[config.mk]
export PLATFORM = sky130hd
export DESIGN_NAME = tptc_timing_core
export DESIGN_NICKNAME = d
export VERILOG_FILES = /design/src/rtl/tptc_pkg.sv /design/src/rtl/tptc_timing_core.sv /design/src/rtl/tptc_phase_pair.sv
export SDC_FILE = /design/constraint.sdc
export NUM_CORES = 1
export LEC_CHECK = 0
export ABC_AREA = 1
export BUFFER_PORTS_ARGS = -buffer_cell sky130_fd_sc_hd__buf_2
export CORE_AREA = 4 4 256 258
export CTS_CLUSTER_SIZE = 28
export DETAILED_ROUTE_END_ITERATION = 8
export DIE_AREA = 0 0 260 262
export PLACE_DENSITY = 0.59
export SLEW_MARGIN = 5
export SYNTH_ARGS = -nofsm -noshare
export SYNTH_HDL_FRONTEND = slang
export SYNTH_SLANG_ARGS = --single-unit
[constraint.sdc]
create_clock -name clock -period 12.7 [get_ports clock]
set_input_delay 1.27 -clock clock [delete_from_list [all_inputs] [get_ports clock]]
set_output_delay 1.27 -clock clock [all_outputs]
set_load 0.005 [all_outputs]
[src/rtl/tptc_pkg.sv]
/*
 * tptc_pkg: register map, field positions, reset values and the settings
 * carrier shared by the three-phase pwm timing core and its phase pairs.
 * assumes a 32-bit Avalon-MM slave with byte addresses, one word per register.
 */
`default_nettype none
package tptc_pkg;

    localparam int ADDR_W = 8;
    localparam int DATA_W = 32;
    localparam int CNT_W = 16;
    localparam int DT_W = 10;
    localparam int SYNCW_W = 8;
    localparam int SEG_W = 9;
    localparam int PHASES = 3;

    // byte offsets
    localparam logic [ADDR_W-1:0] OFS_HALF_PERIOD = 8'h00;
    localparam logic [ADDR_W-1:0] OFS_DEAD_TIME = 8'h04;
    localparam logic [ADDR_W-1:0] OFS_MIN_PULSE = 8'h08;
    localparam logic [ADDR_W-1:0] OFS_SYNC_WIDTH = 8'h0C;
    localparam logic [ADDR_W-1:0] OFS_DUTY_A = 8'h10;
    localparam logic [ADDR_W-1:0] OFS_DUTY_B = 8'h14;
    localparam logic [ADDR_W-1:0] OFS_DUTY_C = 8'h18;
    localparam logic [ADDR_W-1:0] OFS_SEGMENT = 8'h1C;
    localparam logic [ADDR_W-1:0] OFS_MODE_CTRL = 8'h20;
    localparam logic [ADDR_W-1:0] OFS_SYS_STATUS = 8'h24;

    localparam int MODE_DOUBLE_BIT = 6;
    localparam int STAT_HALF_BIT = 3;

    localparam logic [CNT_W-1:0] RST_HALF_PERIOD = 16'h0000;
    localparam logic [DT_W-1:0] RST_DEAD_TIME = 10'h000;
    localparam logic [CNT_W-1:0] RST_MIN_PULSE = 16'h0000;
    localparam logic [SYNCW_W-1:0] RST_SYNC_WIDTH = 8'h27;
    localparam logic [CNT_W-1:0] RST_DUTY = 16'h0000;
    localparam logic [SEG_W-1:0] RST_SEGMENT = 9'h000;

    typedef struct packed {
        logic [CNT_W-1:0] halfPeriod;
        logic [DT_W-1:0] deadTime;
        logic [CNT_W-1:0] minPulse;
        logic [SYNCW_W-1:0] syncWidth;
        logic [PHASES-1:0][CNT_W-1:0] duty;
        logic [SEG_W-1:0] segment;
    } tptc_settings_s;

    localparam tptc_settings_s RST_SETTINGS = '{
        halfPeriod: RST_HALF_PERIOD,
        deadTime: RST_DEAD_TIME,
        minPulse: RST_MIN_PULSE,
        syncWidth: RST_SYNC_WIDTH,
        duty: {PHASES{RST_DUTY}},
        segment: RST_SEGMENT
    };

endpackage
`default_nettype wire

[src/rtl/tptc_timing_core.sv]
/*
 * tptc_timing_core: three-phase pwm timing unit with its register file on an
 * Avalon-MM slave (one wait state per access), shared centre-aligned counter,
 * sync pulse generation, setting capture and half-period status.
 * assumes one clock at the instruction rate and a synchronous bus master.
 */
`default_nettype none
module tptc_timing_core (
    input wire logic clock,
    input wire logic resetn,
    input wire logic [tptc_pkg::ADDR_W-1:0] address,
    input wire logic read,
    input wire logic write,
    input wire logic [tptc_pkg::DATA_W-1:0] writedata,
    input wire logic [3:0] byteenable,
    output logic [tptc_pkg::DATA_W-1:0] readdata,
    output logic waitrequest,
    output logic [tptc_pkg::PHASES-1:0] phaseHighOutputN,
    output logic [tptc_pkg::PHASES-1:0] phaseLowOutputN,
    output logic periodSyncPulse,
    output logic syncInterrupt,
    output logic [tptc_pkg::SEG_W-1:0] outputSegmentControlActive,
    output logic [tptc_pkg::CNT_W-1:0] minimumPulsewidthActive
);

    ////////////////////////////////////////////////////////////////////////
    // bus handshake: request seen, answered one edge later

    logic ackQ_q, ackQ_d;
    logic [tptc_pkg::DATA_W-1:0] readdata_q, readdata_d;
    logic request, commit;
    logic [tptc_pkg::DATA_W-1:0] byteMask;

    assign request = read | write;
    assign commit = write & ackQ_q;
    assign waitrequest = request & ~ackQ_q;

    always_comb begin
        for (int i = 0; i < 4; i++) begin
            byteMask[i*8 +: 8] = {8{byteenable[i]}};
        end
    end

    function automatic logic [tptc_pkg::DATA_W-1:0] merge(
        input logic [tptc_pkg::DATA_W-1:0] old,
        input logic [tptc_pkg::DATA_W-1:0] wd,
        input logic [tptc_pkg::DATA_W-1:0] mask
    );
        merge = (old & ~mask) | (wd & mask);
    endfunction

    ////////////////////////////////////////////////////////////////////////
    // software-visible settings (staging copies; the double-mode bit acts at once)

    tptc_pkg::tptc_settings_s stage_q, stage_d;
    logic doubleMode_q, doubleMode_d;
    logic [tptc_pkg::DATA_W-1:0] wide;

    always_comb begin
        stage_d = stage_q;
        doubleMode_d = doubleMode_q;
        wide = '0;
        if (commit) begin
            case (address)
                tptc_pkg::OFS_HALF_PERIOD: begin
                    wide = merge({16'h0000, stage_q.halfPeriod}, writedata, byteMask);
                    stage_d.halfPeriod = wide[tptc_pkg::CNT_W-1:0];
                end
                tptc_pkg::OFS_DEAD_TIME: begin
                    wide = merge({22'h00_0000, stage_q.deadTime}, writedata, byteMask);
                    stage_d.deadTime = wide[tptc_pkg::DT_W-1:0];
                end
                tptc_pkg::OFS_MIN_PULSE: begin
                    wide = merge({16'h0000, stage_q.minPulse}, writedata, byteMask);
                    stage_d.minPulse = wide[tptc_pkg::CNT_W-1:0];
                end
                tptc_pkg::OFS_SYNC_WIDTH: begin
                    wide = merge({24'h00_0000, stage_q.syncWidth}, writedata, byteMask);
                    stage_d.syncWidth = wide[tptc_pkg::SYNCW_W-1:0];
                end
                tptc_pkg::OFS_DUTY_A: begin
                    wide = merge({16'h0000, stage_q.duty[0]}, writedata, byteMask);
                    stage_d.duty[0] = wide[tptc_pkg::CNT_W-1:0];
                end
                tptc_pkg::OFS_DUTY_B: begin
                    wide = merge({16'h0000, stage_q.duty[1]}, writedata, byteMask);
                    stage_d.duty[1] = wide[tptc_pkg::CNT_W-1:0];
                end
                tptc_pkg::OFS_DUTY_C: begin
                    wide = merge({16'h0000, stage_q.duty[2]}, writedata, byteMask);
                    stage_d.duty[2] = wide[tptc_pkg::CNT_W-1:0];
                end
                tptc_pkg::OFS_SEGMENT: begin
                    wide = merge({23'h00_0000, stage_q.segment}, writedata, byteMask);
                    stage_d.segment = wide[tptc_pkg::SEG_W-1:0];
                end
                tptc_pkg::OFS_MODE_CTRL: begin
                    wide = merge({25'h000_0000, doubleMode_q, 6'h00}, writedata, byteMask);
                    doubleMode_d = wide[tptc_pkg::MODE_DOUBLE_BIT];
                end
                default: begin
                    wide = '0;
                end
            endcase
        end
    end

    always_ff @(posedge clock or negedge resetn) begin
        if (!resetn) begin
            stage_q <= tptc_pkg::RST_SETTINGS;
            doubleMode_q <= 1'b0;
        end else begin
            stage_q <= stage_d;
            doubleMode_q <= doubleMode_d;
        end
    end

    ////////////////////////////////////////////////////////////////////////
    // shared half-period counter, sync pulse and setting capture

    tptc_pkg::tptc_settings_s active_q, active_d;
    logic [tptc_pkg::CNT_W-1:0] count_q, count_d;
    logic secondHalf_q, secondHalf_d;
    logic start_q, start_d;
    logic sync_q, sync_d;
    logic [tptc_pkg::SYNCW_W-1:0] syncLeft_q, syncLeft_d;
    logic irq_q, irq_d;
    logic halfEnd, newHalf, newSync;

    always_comb begin
        // a zero half-period still advances one cycle per half
        halfEnd = start_q | ({1'b0, count_q} + 17'h0_0001 >= {1'b0, active_q.halfPeriod});
        newHalf = start_q ? 1'b0 : ~secondHalf_q;
        newSync = halfEnd & (~newHalf | doubleMode_q);

        count_d = count_q + 16'h0001;
        secondHalf_d = secondHalf_q;
        active_d = active_q;
        sync_d = sync_q;
        syncLeft_d = syncLeft_q;
        irq_d = 1'b0;
        start_d = 1'b0;

        if (halfEnd) begin
            count_d = '0;
            secondHalf_d = newHalf;
        end

        if (newSync) begin
            // staging register values take effect with the rising sync edge
            active_d = stage_q;
            sync_d = 1'b1;
            syncLeft_d = stage_q.syncWidth;
            irq_d = 1'b1;
        end else if (sync_q) begin
            if (syncLeft_q == '0) begin
                sync_d = 1'b0;
            end else begin
                syncLeft_d = syncLeft_q - 8'h01;
            end
        end
    end

    always_ff @(posedge clock or negedge resetn) begin
        if (!resetn) begin
            active_q <= tptc_pkg::RST_SETTINGS;
            count_q <= '0;
            secondHalf_q <= 1'b0;
            start_q <= 1'b1;
            sync_q <= 1'b0;
            syncLeft_q <= '0;
            irq_q <= 1'b0;
        end else begin
            active_q <= active_d;
            count_q <= count_d;
            secondHalf_q <= secondHalf_d;
            start_q <= start_d;
            sync_q <= sync_d;
            syncLeft_q <= syncLeft_d;
            irq_q <= irq_d;
        end
    end

    assign periodSyncPulse = sync_q;
    assign syncInterrupt = irq_q;
    assign outputSegmentControlActive = active_q.segment;
    assign minimumPulsewidthActive = active_q.minPulse;

    ////////////////////////////////////////////////////////////////////////
    // three pairs against the one counter

    for (genvar p = 0; p < tptc_pkg::PHASES; p++) begin : gPair
        tptc_phase_pair uPair (
            .clock(clock),
            .resetn(resetn),
            .count(count_q),
            .secondHalf(secondHalf_q),
            .halfPeriod(active_q.halfPeriod),
            .deadTime(active_q.deadTime),
            .duty(active_q.duty[p]),
            .highN(phaseHighOutputN[p]),
            .lowN(phaseLowOutputN[p])
        );
    end

    ////////////////////////////////////////////////////////////////////////
    // read path: staging values read back, status shows the live half

    always_comb begin
        readdata_d = readdata_q;
        if (request & ~ackQ_q) begin
            case (address)
                tptc_pkg::OFS_HALF_PERIOD: readdata_d = {16'h0000, stage_q.halfPeriod};
                tptc_pkg::OFS_DEAD_TIME: readdata_d = {22'h00_0000, stage_q.deadTime};
                tptc_pkg::OFS_MIN_PULSE: readdata_d = {16'h0000, stage_q.minPulse};
                tptc_pkg::OFS_SYNC_WIDTH: readdata_d = {24'h00_0000, stage_q.syncWidth};
                tptc_pkg::OFS_DUTY_A: readdata_d = {16'h0000, stage_q.duty[0]};
                tptc_pkg::OFS_DUTY_B: readdata_d = {16'h0000, stage_q.duty[1]};
                tptc_pkg::OFS_DUTY_C: readdata_d = {16'h0000, stage_q.duty[2]};
                tptc_pkg::OFS_SEGMENT: readdata_d = {23'h00_0000, stage_q.segment};
                tptc_pkg::OFS_MODE_CTRL: readdata_d = {25'h000_0000, doubleMode_q, 6'h00};
                tptc_pkg::OFS_SYS_STATUS: readdata_d = {28'h000_0000, secondHalf_q, 3'h0};
                default: readdata_d = '0;
            endcase
        end
        ackQ_d = request & ~ackQ_q;
    end

    always_ff @(posedge clock or negedge resetn) begin
        if (!resetn) begin
            readdata_q <= '0;
            ackQ_q <= 1'b0;
        end else begin
            readdata_q <= readdata_d;
            ackQ_q <= ackQ_d;
        end
    end

    assign readdata = readdata_q;

endmodule
`default_nettype wire

[src/rtl/tptc_phase_pair.sv]
/*
 * tptc_phase_pair: one complementary, dead-time adjusted, active-low pair,
 * compared against the shared half-period counter.
 * assumes count runs 0..halfPeriod-1 in each half and settings are stable
 * between sync edges.
 */
`default_nettype none
module tptc_phase_pair (
    input wire logic clock,
    input wire logic resetn,
    input wire logic [tptc_pkg::CNT_W-1:0] count,
    input wire logic secondHalf,
    input wire logic [tptc_pkg::CNT_W-1:0] halfPeriod,
    input wire logic [tptc_pkg::DT_W-1:0] deadTime,
    input wire logic [tptc_pkg::CNT_W-1:0] duty,
    output logic highN,
    output logic lowN
);

    logic highN_q, highN_d;
    logic lowN_q, lowN_d;
    logic signed [17:0] c, tm, d, dt;
    logic highOn, lowOn;

    ////////////////////////////////////////////////////////////////////////
    // widened signed copies so duty-deadtime can go negative safely
    always_comb begin
        c = signed'({2'b00, count});
        tm = signed'({2'b00, halfPeriod});
        d = signed'({2'b00, duty});
        dt = signed'({8'h00, deadTime});
        // on-time centred on the period midpoint
        if (!secondHalf) begin
            highOn = (c >= tm - d + dt);
            lowOn = (c < tm - d - dt);
        end else begin
            highOn = (c < d - dt);
            lowOn = (c >= d + dt);
        end
        // both edges moved by dt: gap between the two is 2*dt
        highN_d = ~highOn;
        lowN_d = ~lowOn;
    end

    always_ff @(posedge clock or negedge resetn) begin
        if (!resetn) begin
            highN_q <= 1'b1;
            lowN_q <= 1'b1;
        end else begin
            highN_q <= highN_d;
            lowN_q <= lowN_d;
        end
    end

    assign highN = highN_q;
    assign lowN = lowN_q;

endmodule
`default_nettype wire

==> After elaboration in Yosys (flattened, before gate mapping) <==
Index checks and enable logic that the tools add are counted.
{ "op_classes": {"addsub": 18, "order_cmp": 13, "eq_ne": 10, "muxes": 16, "bitwise_logic": 35, "reduce_logical": 13} }
{ "ops": {"columns": ["cell", "n"], "rows": [
  ["case mux 16 bit (10 select lines)", 1],
  ["greater-or-equal comparator 17 x 18 -> 1 bit", 6],
  ["< comparator 17 x 18 -> 1 bit", 6],
  ["bitwise AND 16 bit", 6],
  ["bitwise OR 16 bit", 5],
  ["adder 18 x 11 -> 18 bit", 3],
  ["subtractor 18 x 11 -> 18 bit", 3],
  ["adder 16 x 10 -> 17 bit", 3],
  ["subtractor 16 x 10 -> 17 bit", 3],
  ["subtractor 16 x 16 -> 17 bit", 3],
  ["== test 8 x 5 -> 1 bit, second input constant", 4],
  ["2-to-1 mux 8 bit", 3],
  ["AND reduction 2 bit", 10],
  ["adder 16 x 1 -> 17 bit, second input constant", 1],
  ["greater-or-equal comparator 17 x 16 -> 1 bit", 1],
  ["adder 16 x 1 -> 16 bit, second input constant", 1],
  ["== test 8 x 4 -> 1 bit, second input constant", 2],
  ["== test 8 x 6 -> 1 bit, second input constant", 2],
  ["logical NOT 8 bit", 2],
  ["2-to-1 mux 16 bit", 1],
  ["inverter 16 bit", 1],
  ["2-to-1 mux 1 bit", 11],
  ["bitwise AND 10 bit", 1],
  ["bitwise OR 10 bit", 1],
  ["13 further kinds", 25]
]} }
{ "word_totals": {"reg_bits": 274, "output_inout_bits": 66} }

==> Logic depth before layout (Yosys ltp) <==
{ "logic_depth": {"ltp_word": 7, "mapped_depth": 30, "ltp_nobuf": 29} }

==> By module <==
From an unflattened synthesis, not the netlist that was laid out.
{ "unflattened": {"cells_unflattened": 3705, "hier_area_um2": 26221.4} }
{ "by_module_without_submodules": {"columns": ["module", "n_inst", "cells_each", "area_per_inst_um2", "seq_area_each_um2"], "rows": [
  ["tptc_timing_core", 1, 1350, 11462.2, 6312.3],
  ["tptc_phase_pair (gPair[1].uPair)", 1, 799, 5006.1, 52.6],
  ["tptc_phase_pair (gPair[0].uPair)", 1, 792, 4939.7, 52.6],
  ["tptc_phase_pair (gPair[2].uPair)", 1, 764, 4813.4, 52.6]
]} }

==> Least setup slack after synthesis <==
Ideal clock, no wire load.
{ "synth_timing": {"path_kind": "register to register", "start": "register active_q[25] (netlist name)", "end": "register gPair[1].uPair.lowN_q", "setup_time_ps": 73, "arrival_ps": 3902, "required_time_ps": 12627, "setup_slack_ps": 8726, "path_stages_with_launch": 29, "synth_period_minus_slack_ps": 3974, "path_cell_list": "dfrtp_1 -> ha_1 -> fa_1 -> inv_1 -> nand3_1 -> nand3_1 -> a21oi_1 -> xnor2_1 -> ha_1 -> clkbuf_1 -> nand2_1 -> nor3_1 -> nand2_1 -> o211ai_1 -> nand2_1 -> inv_1 -> nor2_1 -> xor2_1 -> ha_1 -> nand2_1 -> nor2_1 -> a211oi_1 -> o21ai_0 -> nand3_1 -> nand2_1 -> nand2_1 -> nand3_1 -> nand2_1 -> inv_1"} }
{ "synth_between": {"elab_chain_len": 5, "elab_cells_between_ends": 7, "classes_between": "3 x add/sub; 2 x order compare; 1 x mux; 1 x bitwise"} }
{ "synth_lines": {"columns": ["element", "line_no", "text"], "rows": [
  ["start, declared", "tptc_timing_core.sv:121", "tptc_pkg::tptc_settings_s active_q, active_d;"],
  ["start signal, assigned", "tptc_timing_core.sv:166", "active_q <= tptc_pkg::RST_SETTINGS;"],
  ["start signal, assigned", "tptc_timing_core.sv:174", "active_q <= active_d;"],
  ["subtractor 16 x 16 -> 17 bit", "tptc_phase_pair.sv:35", "lowOn = (c < tm - d - dt);"],
  ["subtractor 18 x 11 -> 18 bit", "tptc_phase_pair.sv:35", null],
  ["< comparator 17 x 18 -> 1 bit", "tptc_phase_pair.sv:35", null],
  ["2-to-1 mux 1 bit (*)", "tptc_phase_pair.sv:33", "if (!secondHalf) begin"],
  ["inverter 1 bit (*)", "tptc_phase_pair.sv:42", "lowN_d = ~lowOn;"],
  ["named net gPair[1].uPair.lowN_d", "tptc_phase_pair.sv:21", "logic lowN_q, lowN_d;"],
  ["end signal, assigned", "tptc_phase_pair.sv:51", "lowN_q <= lowN_d;"],
  ["end, declared", "tptc_phase_pair.sv:21", null]
]} }
The timed path passes the listed nets; every way through them passes the cells marked *.
A chain may end at the register's enable or synchronous reset.

==> Worst setup path after layout <==
{ "layout_timing": {"start": "register count_q[4] (netlist name)", "end": "register active_q[49] (netlist name)"} }
{ "layout_between": {"elab_chain_len": 4} }
{ "layout_lines": {"columns": ["element", "line_no", "text"], "rows": [
  ["start, declared", "tptc_timing_core.sv:122", "logic [tptc_pkg::CNT_W-1:0] count_q, count_d;"],
  ["start signal, assigned", "tptc_timing_core.sv:175", "count_q <= count_d;"],
  ["adder 16 x 1 -> 17 bit", "tptc_timing_core.sv:132", "halfEnd = start_q | ({1'b0, count_q} + 17'h0_0001 >= {1'b0, active_q.halfPeriod});"],
  ["greater-or-equal comparator 17 x 16 -> 1 bit", "tptc_timing_core.sv:132", null],
  ["bitwise OR 1 bit", "tptc_timing_core.sv:132", null],
  ["bitwise AND 1 bit", "tptc_timing_core.sv:134", "newSync = halfEnd & (~newHalf | doubleMode_q);"]
]} }
No other way between the ends.

==> flow_summary_export.csv <==
group,metric,value,unit
run_status,outcome,"finished clean",
clock_tree,post-cts-setup-buffers,0,
drt,dr.pass1.iters,7,
critical_path,reg2reg_from,"count_q[4]$_DFF_PN0_",
drt,route.detailed.drc,0,
critical_path,crit_path_end_kind,"flip-flop",
clock_tree,htree_num_levels,1,
clock_tree,clk_latency,0.60,ns
grt,grt_pass1_vias,21411,
synth,ys_types,55,
synth,synth-seq-cells,258,
timing,max_freq,174,MHz
drt,totalWireLength,81800,um
grt,grt_start_max_net_pins,170,
clock_tree,clkTransAtPathRegs,0.06,ns
critical_path,critPathMaxFanout,55,
clock_tree,holdBufCountCts,0,
place,dp_cells,4372,
die,io_pins,114,
finish,final_common_cell,"nand2_1",
die,die-area,68100,um2
clock_tree,cts_tree,"done",
drt,ant_nets,0,
drt,drt_iter0_drc,2063,
die,die_h,262,um
die,die_w,260,um
critical_path,crit_start,"count_q[4]$_DFF_PN0_",
finish,n_antenna_cell,0,
critical_path,crit_path_frequent_cell,"nand4_1",
finish,mostFrequentLayoutCells,"nand2_1 (898), inv_1 (503), ha_1 (373)",
synth,synth_ff_type,"dfrtp_1",
critical_path,rrSetupSlack,6.95,ns
die,start_util,40.0,%
synth,synthArstFlopShare,100,%
critical_path,cp-start-kind,"flip-flop",
place,routabilityCongestion,0.911,
critical_path,cp_slowest_cell,"dfrtp_1",
grt,overflow,0,
timing,post-route-period-util,45.3,%
clock_tree,cts_buffers,28,
synth,ys_warn_count,0,
drt,wl_per_cell,18.5,um
die,rows,92,
synth,synth-edff-count,0,
synth,synth_area_per_cell,7.10,um2
timing,setup_viol,0,
critical_path,cpPeakStageDelay,1.09,ns
min_path,holdCritPathClass,"reg2reg",
timing,rsz0062_at_grt,"no",
timing,fin_skew,0.0503,ns
finish,fin_cells,4424,
run,max-cap-violations,0,
critical_path,reg2reg_depth,16,
synth,syn-cell-area,25200,um2
synth,syn_inst,3542,
critical_path,crit_type,"reg2reg",
clock_tree,root_buffer,"clkbuf_16",
grt,grt_antenna_before_repair,0,
timing,final_max_slew_viol_count,0,
grt,grt_pass1_wl,124000,um
timing,hold_viol,0,
drt,viasPerCell,5.19,
synth,seq_area_frac_synth,25.7,%
critical_path,worst_ep_arrival_time,6.22,ns
finish,drive_above_1_share,4.81,%
critical_path,reg2reg_to,"active_q[49]$_DFFE_PN0P_",
timing,tns,0,ns
critical_path,endpoint,"active_q[49]$_DFFE_PN0P_",
critical_path,required,13.17,ns
place,dp_hpwl,62300,um
place,port_buffers,79,
clock_tree,post_cts_resized,0,
die,core_area,63000,um2
finish,syn2layout_area_growth,7.70,%
timing,tightest_slew,1.17,ns
timing,timing.slew.headroom,22.0,%
clock_tree,cts_sinks,258,
pwr,peakVddDrop,0.104,mV
finish,nets,3992,
timing,period_minus_slack,5.75,ns
drt,vias,22948,
pwr,p_leak,14.4,nW
critical_path,path_cells,"inv_1 -> nor4_2 -> nand4_1 -> nor3_1 -> nand4_1 -> xor2_1 -> inv_1 -> ha_1 -> nand4_1 -> nor4_1 -> nand2_1 -> nand4_4 -> nand2_4 -> inv_2 -> nand2_1 -> o21ai_1",
grt,grtUsageTotal,23.6,%
pwr,powerDensity,152,nW/um2
clock_tree,clockBufferDepth,3,
==> per-stage QoR <==
stage	setup WS [ns]	total power, mW	hold slack [ns]	cell area (um2)	util [%]
2_1_floorplan	8.73	2.70	0.450	25200	-
3_3_place_gp	7.15	3.20	0.462	26100	41.4
3_5_place_dp	7.11	3.22	0.461	26100	41.4
4_1_cts	7.05	4.14	0.478	27100	43.0
5_1_grt	6.48	4.52	0.496	27100	43.0
6_report	6.95	4.13	0.476	27100	43.0
==> critical path: cells and delay by family (launching register included) <==
kind            cells  cell delay (ns)
fa+ha+maj           1             0.33
buf+inv             3             1.21
compound gates      1             0.12
simple gates       10             2.62
xor+xnor            1             0.20
flops               1             1.09
==> layer usage <==
metal / track usage, % / up-vias / part of all wire, %
met5: 0 / - / 0
met4: 6.28 / 0 / 2.9
met3: 2.41 / 106 / 5.9
met2: 37.2 / 676 / 43
met1: 34.6 / 10642 / 48
li1: - / 11524 / -
==> worst min path at each step <==
stage	slack (ns)	startpoint	cells past startpoint	end
6_report	0.48	minimumPulsewidthActive[7]$_DFFE_PN0P_	2	minimumPulsewidthActive[7]$_DFFE_PN0P_
3_3_place_gp	0.46	outputSegmentControlActive[6]$_DFFE_PN0P_	2	outputSegmentControlActive[6]$_DFFE_PN0P_
2_1_floorplan	0.45	minimumPulsewidthActive[0]$_DFFE_PN0P_	2	minimumPulsewidthActive[0]$_DFFE_PN0P_
4_1_cts	0.48	minimumPulsewidthActive[7]$_DFFE_PN0P_	2	minimumPulsewidthActive[7]$_DFFE_PN0P_
5_1_grt	0.50	minimumPulsewidthActive[4]$_DFFE_PN0P_	2	minimumPulsewidthActive[4]$_DFFE_PN0P_
3_5_place_dp	0.46	minimumPulsewidthActive[2]$_DFFE_PN0P_	2	minimumPulsewidthActive[2]$_DFFE_PN0P_
==> cells by family (layout without fill, tap and decap cells) <==
logic type               Yosys count  after routing  synth area share [%]
buffers and inverters            637            657                  10.6
flip-flops                       258            258                  25.7
XOR/XNOR                         195            195                  6.79
AND/OR/NAND/NOR                 1430           1430                  23.4
AO/OA/AOI/OAI                    633            633                  13.7
adder cells (fa/ha/maj)          388            388                  19.7
other                              1             17                0.0149
==> report_power, final <==
group / total [mW] / switching (mW) / internal, mW
clock network: 0.907 / 0.371 / 0.536
logic: 2.29 / 1.51 / 0.788
registers: 0.927 / 0.0537 / 0.873
==> area by class of cell <==
class	count	area, um2
well taps	846	1060
multi-input cells	2663	16100
clock buffers	38	808
repair buffers	95	538
clock inverters	14	226
fillers	6620	35900
flip-flops and latches	258	6470
inverters	510	1910
==> cell usage after synthesis (all sizes together) (11+ instances only) <==
master	count	share of area (%)
nand2	901	13
inv	508	7.6
ha	373	19
o21ai	291	5.8
nor2	250	3.8
dfrtp	247	25
a21oi	208	4.1
xor2	171	6.0
nand3	146	2.9
buf	73	2.2
clkbuf	54	0.81
nand4	50	1.3
nor3	45	0.94
o22ai	30	0.75
a31oi	29	0.72
xnor2	24	0.84
a211oi	19	0.57
fa	15	1.2
nor4	14	0.37
a21o	12	0.36
dfstp	11	1.1
Note: power is estimated with default switching activity, not from simulation.
